### src/ppm_pkg.sv
//==========================================================
// Behaviour
// - Two-bit power state, 00 full, 11 deepest, resets 00
// - Codes 01 and 10 never taken
// - Unsupported code write completes, value discarded
// - Deepest to full write pulses chip reset only
// - Wake enable bit 8 reads zero
// - Telemetry select bits 12:9 read zero
// - Telemetry scale bits 14:13 read zero
// - Wake status bit 15 reads zero
// - Bit 23 reflects the clock control strap
// - Bit 22 reads one when bit 23 set
// - Strap high in deepest state stops clocks low
// - Strap low keeps secondary clocks running
// - Data byte 31:24 reads zero, writes ignored
// - Reserved bits read-only, return zero
//==========================================================
package ppm_pkg;
    // Configuration dword holding all three registers
    localparam logic [7:0] PPM_DWORD_ADDR = 8'hE0;
    localparam int         PPM_OFS_CSR    = 'hE0;
    localparam int         PPM_OFS_EXT    = 'hE2;
    localparam int         PPM_OFS_DATA   = 'hE3;
    // Power state codes
    localparam logic [1:0] PPM_PS_FULL    = 2'h0;
    localparam logic [1:0] PPM_PS_DEEP    = 2'h3;
    localparam logic [1:0] PPM_PS_RESET   = 2'h0;
    // Field positions
    localparam int         PPM_PS_LSB     = 0;
    localparam int         PPM_CLKSTOP_BIT = 22;
    localparam int         PPM_BPCC_BIT   = 23;
    localparam logic [7:0] PPM_DATA_VALUE = 8'h00;
    // Strap synchroniser depth
    localparam int         PPM_SYNC_LEN   = 3;

    typedef enum logic [1:0] {PPM_IDLE, PPM_RST_PULSE} ppm_rst_type;
endpackage

### src/ppm_csr.sv
`timescale 1ns/1ps
//==========================================================
// Power management control/status dword of the bridge
//==========================================================
module ppm_csr (
    input  wire logic        clk,
    input  wire logic        nrst,
    input  wire logic        cfg_wr,
    input  wire logic        cfg_rd,
    input  wire logic [7:0]  cfg_addr,
    input  wire logic [3:0]  cfg_be_n,
    input  wire logic [31:0] cfg_wdata,
    input  wire logic        strap_clk_ctl,
    output logic      [31:0] cfg_rdata,
    output logic             cfg_rvalid,
    output logic             chip_reset_req,
    output logic             sec_bus_rst_n,
    output logic             sec_clk_en,
    output logic      [1:0]  power_state_field
);

    //==========================================================
    // Strap synchroniser
    //==========================================================
    logic [2:0] strap_sync;
    logic       strap_q;
    logic       next_strap_q;

    // Change accepted only once stages two and three agree
    assign next_strap_q = (strap_sync[1] == strap_sync[2]) ? strap_sync[2] : strap_q;

    always_ff @(posedge clk) begin
        if (!nrst) begin
            strap_sync <= 3'h0;
            strap_q    <= 1'b0;
        end else begin
            strap_sync <= {strap_sync[1:0], strap_clk_ctl};
            strap_q    <= next_strap_q;
        end
    end

    //==========================================================
    // Power state code check
    //==========================================================
    // Shared by the write filter and the state assertion, so
    // both always agree on which codes exist
    function automatic logic ppm_code_ok(input logic [1:0] code);
        return (code == ppm_pkg::PPM_PS_FULL) || (code == ppm_pkg::PPM_PS_DEEP);
    endfunction

    //==========================================================
    // Access decode
    //==========================================================
    wire       hit       = (cfg_addr[7:2] == ppm_pkg::PPM_DWORD_ADDR[7:2]);
    wire       lane0_wr  = cfg_wr && hit && !cfg_be_n[0];
    wire [1:0] wr_code   = cfg_wdata[ppm_pkg::PPM_PS_LSB +: 2];
    // Only full and deepest codes are accepted
    wire       code_ok   = ppm_code_ok(wr_code);
    wire       ps_update = lane0_wr && code_ok;
    wire       wake_up   = ps_update && (wr_code == ppm_pkg::PPM_PS_FULL) &&
                           (power_state_field == ppm_pkg::PPM_PS_DEEP);

    //==========================================================
    // Power state register
    //==========================================================
    logic [1:0] next_ps;
    assign next_ps = ps_update ? wr_code : power_state_field;

    always_ff @(posedge clk) begin
        if (!nrst) begin
            power_state_field <= ppm_pkg::PPM_PS_RESET;
        end else begin
            power_state_field <= next_ps;
        end
    end

    //==========================================================
    // Internal chip reset pulse
    //==========================================================
    ppm_pkg::ppm_rst_type rst_state;
    ppm_pkg::ppm_rst_type next_rst_state;

    // One-cycle pulse; the rest of the chip stretches it as needed
    always_comb begin
        next_rst_state = ppm_pkg::PPM_IDLE;
        case (rst_state)
            ppm_pkg::PPM_IDLE: begin
                if (wake_up) begin
                    next_rst_state = ppm_pkg::PPM_RST_PULSE;
                end
            end
            default: begin
                next_rst_state = ppm_pkg::PPM_IDLE;
            end
        endcase
    end

    always_ff @(posedge clk) begin
        if (!nrst) begin
            rst_state <= ppm_pkg::PPM_IDLE;
        end else begin
            rst_state <= next_rst_state;
        end
    end

    assign chip_reset_req = (rst_state == ppm_pkg::PPM_RST_PULSE);
    // Secondary reset is never touched by the power path
    assign sec_bus_rst_n  = 1'b1;

    //==========================================================
    // Secondary clock gating
    //==========================================================
    logic next_clk_en;
    // Clocks stop only with strap high in the deepest state
    // Next strap value used so gating never lags the strap by a cycle
    assign next_clk_en = !(next_strap_q && (next_ps == ppm_pkg::PPM_PS_DEEP));

    always_ff @(posedge clk) begin
        if (!nrst) begin
            sec_clk_en <= 1'b1;
        end else begin
            sec_clk_en <= next_clk_en;
        end
    end

    //==========================================================
    // Read data
    //==========================================================
    wire [15:0] csr_word = {14'h0000, power_state_field};
    // Bit 22 mirrors the strap, so it is one whenever bit 23 is
    wire [7:0]  ext_byte = {strap_q, strap_q, 6'h00};
    wire [31:0] rd_word  = {ppm_pkg::PPM_DATA_VALUE, ext_byte, csr_word};
    wire [31:0] next_rdata = (cfg_rd && hit) ? rd_word : 32'h0000_0000;

    always_ff @(posedge clk) begin
        if (!nrst) begin
            cfg_rdata  <= 32'h0000_0000;
            cfg_rvalid <= 1'b0;
        end else begin
            cfg_rdata  <= next_rdata;
            cfg_rvalid <= cfg_rd;
        end
    end
endmodule // ppm_csr

### config.mk
export PLATFORM = sky130hd
export DESIGN_NAME = ppm_csr
export DESIGN_NICKNAME = d
export VERILOG_FILES = /design/src/ppm_pkg.sv /design/src/ppm_csr.sv
export SDC_FILE = /design/constraint.sdc
export NUM_CORES = 1
export LEC_CHECK = 0
export BUFFER_PORTS_ARGS = -buffer_cell sky130_fd_sc_hd__buf_2
export CAP_MARGIN = 20
export CORE_MARGIN = 2
export CORE_UTILIZATION = 32
export CTS_BUF_LIST = sky130_fd_sc_hd__clkbuf_4 sky130_fd_sc_hd__clkbuf_8 sky130_fd_sc_hd__clkbuf_16
export DETAILED_ROUTE_END_ITERATION = 12
export MAX_ROUTING_LAYER = met4
export PLACE_DENSITY_LB_ADDON = 0.3
export REMOVE_ABC_BUFFERS = 1
export SYNTH_ARGS = -nofsm -noshare
export SYNTH_HDL_FRONTEND = slang
export SYNTH_SLANG_ARGS = --single-unit
### constraint.sdc
create_clock -name clk -period 1.8 [get_ports clk]
set_input_delay 0.27 -clock clk [delete_from_list [all_inputs] [get_ports clk]]
set_output_delay 0.27 -clock clk [all_outputs]
set_load 0.02 [all_outputs]
=== Yosys cells after proc, flatten, opt, wreduce, memory -nomap -nowiden ===
Index checks and enable logic that the tools add are counted.

* Bits of input ports: 49
* Register bits after elaboration: 41
* Logic and storage cells: 31

* Muxes and demuxes: 3
* Reductions and logical operators: 14
* Equal/unequal tests: 6

{| class="wikitable"
|+ Operator list
! kind !! count
|-
| 1-bit logical AND || 7
|-
| 2-bit == test (second input constant) || 3
|-
| 6-bit == test (second input constant) || 1
|-
| 2-bit zero test || 2
|-
| 2-bit AND reduction || 2
|-
| 2-bit by 1-bit == test with 1-bit output (second input constant) || 1
|-
| 1-bit zero test || 2
|-
| 1-bit 2-to-1 mux || 2
|-
| 2-bit 2-to-1 mux || 1
|-
| 1-bit == test || 1
|-
| 1-bit logical OR || 1
|}

=== Depth between registers and ports, before layout ===
Gate-level depths: netlist of the first run.

* Depth after elaboration: 8
* Gate-level depth with buffers: 4
* Gate-level depth less buffers: 4

=== Worst setup path before layout of the first run ===
No wires, ideal clock.

* Path type: input-to-reg
* Start: input port cfg_wdata[0]
* End: register sec_clk_en
* Slack: 0.374 ns
* Stages: 4
* Arrival: 1.305 ns
* Path buffers: 0
* Library setup time: 0.121 ns
* Required time: 1.679 ns
* Cells stage by stage: inv_1 -> ha_1 -> nor4_4 -> mux2_4

* Word-level cells in the longest chain between the ends: 7
* Elaborated cells on any way between the ends: 8

{| class="wikitable"
|+ RTL lines
! what !! RTL line !! text
|-
| from (decl) || ppm_csr.sv:12 || <nowiki>input wire logic [31:0] cfg_wdata,</nowiki>
|-
| 2-bit == test or 2-bit zero test (tied branches) || ppm_csr.sv:48 || <nowiki>return (code == ppm_pkg::PPM_PS_FULL) || (code == ppm_pkg::PPM_PS_DEEP);</nowiki>
|-
| 1-bit logical OR || ppm_csr.sv:48 ||
|-
| 1-bit logical AND || ppm_csr.sv:59 || <nowiki>wire ps_update = lane0_wr && code_ok;</nowiki>
|-
| 2-bit 2-to-1 mux * || ppm_csr.sv:67 || <nowiki>assign next_ps = ps_update ? wr_code : power_state_field;</nowiki>
|-
| 2-bit == test * || ppm_csr.sv:116 || <nowiki>assign next_clk_en = !(next_strap_q && (next_ps == ppm_pkg::PPM_PS_DEEP));</nowiki>
|-
| 1-bit logical AND * || ppm_csr.sv:116 ||
|-
| 1-bit zero test * || ppm_csr.sv:116 ||
|-
| to (signal assigned) || ppm_csr.sv:122 || <nowiki>sec_clk_en <= next_clk_en;</nowiki>
|-
| to (decl) || ppm_csr.sv:18 || <nowiki>output logic sec_clk_en,</nowiki>
|}

Mark *: on every way between the ends. The rest lies on a longest branch, timed or not.
A chain may end at the register's enable or synchronous reset.

=== Final worst setup path of the first run ===
Same ends and word-level chain as after synthesis.

==> results of run 1 <==
==> through the flow <==
step                      total power, mW  hold WS, ns  cell area [um^2]  utilization
after global placement              0.367        0.416               734        0.342
after global routing                0.605        0.199               771        0.359
final                               0.577        0.201               771        0.359
after floorplan                     0.346        0.392               582            -
after CTS                           0.582        0.198               771        0.359
after detailed placement            0.368        0.423               734        0.342
==> cell families (layout without fill, tap and decap cells) <==
group,Yosys count,after routing,synth area share
fa+ha+maj,2,2,0.0317
buf+inv,33,29,0.333
flops,12,12,0.339
mux,3,3,0.0494
other cells,2,29,0.0106
simple gates,21,21,0.236
==> cell type report <==
class                      count  area (um^2)  share of cell area
timing repair buffer          23          118               0.153
clock buffer                   4         36.3              0.0471
sequential                    12          240               0.312
multi-input combinational     55          334               0.433
inverter                       2         7.51             0.00974
tap                           28         35.0              0.0455
==> critical path, cell delays in order <==
cell and delay, ns:
buf_2 0.11, inv_1 0.05, ha_1 0.32, nor4_4 0.32, mux2_4 0.32
==> flip-flops by register name, indices dropped and copies added (netlist names) <==
register	flops
strap_sync	3
rst_state	1
cfg_rvalid	1
power_state_field	2
strap_q	1
sec_clk_en	1
cfg_rdata	3
==> cell usage in the layout (no fill, tap or decap) <==
| cell | synthesis | layout |
|---|---|---|
| mux2_4 | 1 | 1 |
| nand2_1 | 4 | 4 |
| dfxtp_1 | 12 | 12 |
| nor3b_2 | 1 | 1 |
| inv_1 | 2 | 2 |
| and2_1 | 8 | 8 |
| nor4_4 | 1 | 1 |
| nand2b_2 | 1 | 1 |
| nand4_1 | 3 | 3 |
| nand4bb_4 | 1 | 1 |
| clkbuf_8 | 0 | 1 |
| maj3_1 | 1 | 1 |
| nand2b_1 | 1 | 1 |
| ha_1 | 1 | 1 |
| nor3b_1 | 1 | 1 |
| mux2i_1 | 2 | 2 |
| buf_4 | 30 | 1 |
| clkbuf_4 | 0 | 3 |
| buf_2 | 0 | 22 |
| conb_1 | 2 | 29 |
==> layer usage <==
metal	vias up	track usage
li1	218	-
met1	196	0.0784
met2	32	0.145
met3	5	0.0292
met4	0	0.0541
met5	-	-
==> power groups by stage <==
stage | clock network, mW | registers, mW | logic, mW
after floorplan | 0 | 0.278 | 0.0680
after global placement | 0 | 0.277 | 0.0908
after detailed placement | 0 | 0.277 | 0.0914
after CTS | 0.220 | 0.270 | 0.0916
after global routing | 0.233 | 0.271 | 0.101
final | 0.214 | 0.270 | 0.0926
==> worst paths after layout <==
path	start	end	slack (ns)	depth (start not counted)
setup reg to reg	strap_q$_SDFF_PN0_	sec_clk_en$_SDFF_PN1_	0.79	3
hold reg to reg	strap_sync[0]$_SDFF_PN0_	strap_sync[1]$_SDFF_PN0_	0.44	1
hold / removal	strap_clk_ctl	strap_sync[0]$_SDFF_PN0_	0.20	2
setup / recovery	cfg_wdata[0]	sec_clk_en$_SDFF_PN1_	0.58	5
==> impl_metrics.toml, run 1 <==
[status]
status = "finished clean"

[timing]
hold_violations = 0
finClkSkew_ns = 0.00283
clock.fmax_mhz = 821
rsz0062_at_grt = "no"
finalCriticalPeriod_ns = 1.22
min_period_over_period = 0.677
finalSetupViolations = 0
maxSlewViolCount = 0
setup_slack_ns = 0.582
setup_tns_ns = 0

[power]
p_seq_frac = 0.469
power_frac_comb = 0.161
ir_worst_vdd_uv = 202
p_leak_nw = 0.391
p_int_mw = 0.412
netSwitchingFraction = 0.285
switching_power_mw = 0.164
pwr-share-clk = 0.371
power_density_mw_per_mm2 = 748

[hold_path]
hp-class = "input port to flip-flop"

[floorplanning]
die_h_um = 51.1
dieArea_mm2 = 0.00261
ios = 87
die_w_um = 51.1
initial_core_util = 0.330
fp.coreArea_mm2 = 0.00215
rows = 17

[yosys]
synthFlopType = "dfxtp_1"
seq_area_frac_synth = 0.339
yosys_warnings = 0
syn_avg_cell_area_um2 = 9.72
synth_common_cells = "buf_4, dfxtp_1, and2_1"
yosys-top-cells-area = "dfxtp_1, buf_4, and2_1"
postSynthRegisterBits = 12
synthDistinctLibCells = 18
yosysTopAreaCellShare = 0.339
synth-edff-count = 0
netlist_area_um2 = 709
synth_largest_area_cell = "dfxtp_1"
yosysMostFrequentCell = "buf_4"
async_flop_share = 0
synth_cells = 73

[setup_path]
arrival_ns = 1.39
criticalPathCategory = "input port to flip-flop"
setup.worst_path.start_class = "input port"
crit_fanout = 3
worstPathRequired_ns = 1.97
endpoint_kind = "flip-flop"

[cts]
clk_latency_ns = 0.27
root_buffer = "clkbuf_4"
cts_tree = "yes"
cts_inserted_buffers = 3
clockBufferDepth = 2
htree_levels = 1
clock_sinks = 12
ctsResizeCount = 0
path_clk_slew_ns = 0.08
postCtsSetupRepairBufs = 0
ctsHoldBuffers = 0

[final_layout]
drive_gt1_frac = 0.333
fin_nets = 147
diodes = 0
syn_to_final_growth_pct = 8.64
finalNonFillerCells = 124
fill_cells = 249

[detailed_routing]
first_pass_iters = 4
wl_met3_um = 139
ant_nets = 0
wl_per_cell_um = 7.77
routed-wl-met2_um = 437
drt-total-wl_um = 963
via_count = 451
drcViolationCount = 0
drt_iter0_markers = 9
wl_met1_um = 360
top_layer = "met4"
viasPerCell = 3.64

[placed_design]
place_ws_ns = 0.285
io_buffers = 22
place_inst = 120
dp_hpwl_um = 793
gp_congestion = 0.771

[global_routing]
grt_pass1_vias = 376
grt_antenna_before_repair = 0
overflow = 0
track_usage = 0.0838
grt_max_degree = 13
grt_pass1_wl_mm = 1.56

[flow_run]
max_cap_viol_count = 0
Note: power is estimated with default switching activity, not from simulation.
==> run 2: changes to the inputs <==
Settings changed: ABC_AREA set to 1, CORE_UTILIZATION 32 to 28.
Clock period 1.8 ns to 1.1 ns, I/O delays scaled along.
==> impl_metrics.toml, run 2 <==
[global_routing]
grt_antenna_before_repair = 0
grt_pass1_vias = 390
grt_max_degree = 8
overflow = 0
track_usage = 0.0781
grt_pass1_wl_mm = 1.52

[timing]
finClkSkew_ns = 0.00159
whs_ns = 0.0797
hold_violations = 0
finalCriticalPeriod_ns = 0.998
maxSlewViolCount = 0
min_period_over_period = 0.907
clock.fmax_mhz = 1000
rsz0062_at_grt = "no"
finalSetupViolations = 0

[floorplanning]
die_w_um = 53.4
initial_core_util = 0.302
ios = 87
dieArea_mm2 = 0.00285
rows = 17
fp.coreArea_mm2 = 0.00225
die_h_um = 53.4

[cts]
path_clk_slew_ns = 0.07
ctsHoldBuffers = 0
ctsResizeCount = 0
cts_inserted_buffers = 3
postCtsSetupRepairBufs = 0
clock_sinks = 12
cts_tree = "yes"
htree_levels = 1
root_buffer = "clkbuf_4"
clockBufferDepth = 2
clk_latency_ns = 0.26

[yosys]
syn_avg_cell_area_um2 = 7.84
synth-edff-count = 0
yosys-top-cells-area = "dfxtp_1, buf_4, inv_1"
yosysMostFrequentCell = "buf_4"
seq_area_frac_synth = 0.352
synthFlopType = "dfxtp_1"
synth_common_cells = "buf_4, dfxtp_1, inv_1"
yosysTopAreaCellShare = 0.352
postSynthRegisterBits = 12
synth_largest_area_cell = "dfxtp_1"
async_flop_share = 0
netlist_area_um2 = 682
synth_cells = 87
yosys_warnings = 0
synthDistinctLibCells = 15

[final_layout]
fin_util = 0.335
final_common_cell = "conb_1"
drive_gt1_frac = 0.295
reg_top3 = "cfg_rdata x3, strap_sync x3, power_state_field x2"
fill_cells = 254
most-common-layout-cells = "conb_1, buf_2, inv_1, dfxtp_1, nand2_1"
diodes = 0
fin_nets = 163
syn_to_final_growth_pct = 10.6

[setup_path]
cpPeakStageDelay_ns = 0.38
endpoint_kind = "output port"
crit_fanout = 4
arrival_ns = 0.83
worstPathRequired_ns = 0.94
critical-path-slowest-cell = "dfxtp_1"
criticalPathCategory = "flip-flop to output port"
crit_chain = "buf_2"
cp.buffers_inverters = 1
setup.worst_path.start_class = "flip-flop"
cp_top_family = "flip-flops"

[detailed_routing]
routed-wl-met2_um = 372
first_pass_iters = 4
via_count = 493
wl_met1_um = 434
drcViolationCount = 0
drt-total-wl_um = 989
drt_iter0_markers = 2
wl_per_cell_um = 7.06
ant_nets = 0
wl_met3_um = 169
top_layer = "met4"
viasPerCell = 3.52

[status]
status = "finished clean"

[placed_design]
dp_hpwl_um = 845
io_buffers = 22
gp_congestion = 0.719

[power]
power_density_mw_per_mm2 = 1230
ir_worst_vdd_uv = 445
p_leak_nw = 0.430

[hold_path]
hp-class = "input port to flip-flop"

[flow_run]
max_cap_viol_count = 0
-- run 2: cell count changes after synthesis, moves of 2 or more --
cell	delta
a21oi_1	+3
and2_1	-8
inv_1	+10
mux2i_1	-2
nand2_1	+7
nand3_1	+2
nand3_2	+2
nor2_1	+5
nor2_2	+2
-- run 2: path summary, 6_finish.rpt --
kind                            slack [ns]                            start                  endpoint  cells past startpoint
worst min register to register        0.41         strap_sync[0]$_SDFF_PN0_  strap_sync[1]$_SDFF_PN0_                      2
worst max-delay path                  0.10  power_state_field[0]$_SDFF_PN0_      power_state_field[0]                      1
worst min-delay path                  0.08                    strap_clk_ctl  strap_sync[0]$_SDFF_PN0_                      3
worst max register to register        0.27  power_state_field[1]$_SDFF_PN0_   rst_state[0]$_SDFF_PN0_                      4
-- run 2: cells by family (layout without fill, tap and decap cells) --
group                    count (synthesis)  after routing  synth area share
flip-flops                              12             12             0.352
AND/OR/NAND/NOR                         26             26             0.193
AO/OA/AOI/OAI                            4              4            0.0293
other                                    2             29            0.0110
buffers and inverters                   42             40             0.396
adder cells (fa/ha/maj)                  1              1            0.0183
-- run 2: through the flow --
stage                     setup WS, ns  total power [mW]  std cells  TNS (ns)  instance area, um^2
after floorplan                 0.0971             0.566         84         0                  558
after global placement         -0.0778             0.602        136    -0.117                  718
after detailed placement       -0.0838             0.603        136    -0.149                  718
after CTS                       0.0759             0.941        140         0                  754
after global routing            0.0531             0.972        140         0                  754
final                            0.102             0.929        140         0                  754
-- run 2: cell type report --
type	count	area, um^2	area share
Tap cell	28	35.0	0.0464
Inverter	12	45.0	0.0597
Multi-Input combinational cell	60	273	0.362
Sequential cell	12	240	0.318
Clock buffer	4	36.3	0.0481
Timing Repair Buffer	24	125	0.166
-- run 2: report_power, final --
group	internal (mW)	switching, mW	total (mW)
clock	0.201	0.134	0.335
combinational	0.0316	0.120	0.151
sequential	0.441	0.00217	0.443
-- run 2: per-layer routing --
metal	GRT usage	vias up
met5	-	-
met2	0.103	45
met4	0.0769	0
met1	0.0948	194
li1	-	252
met3	0.0169	2
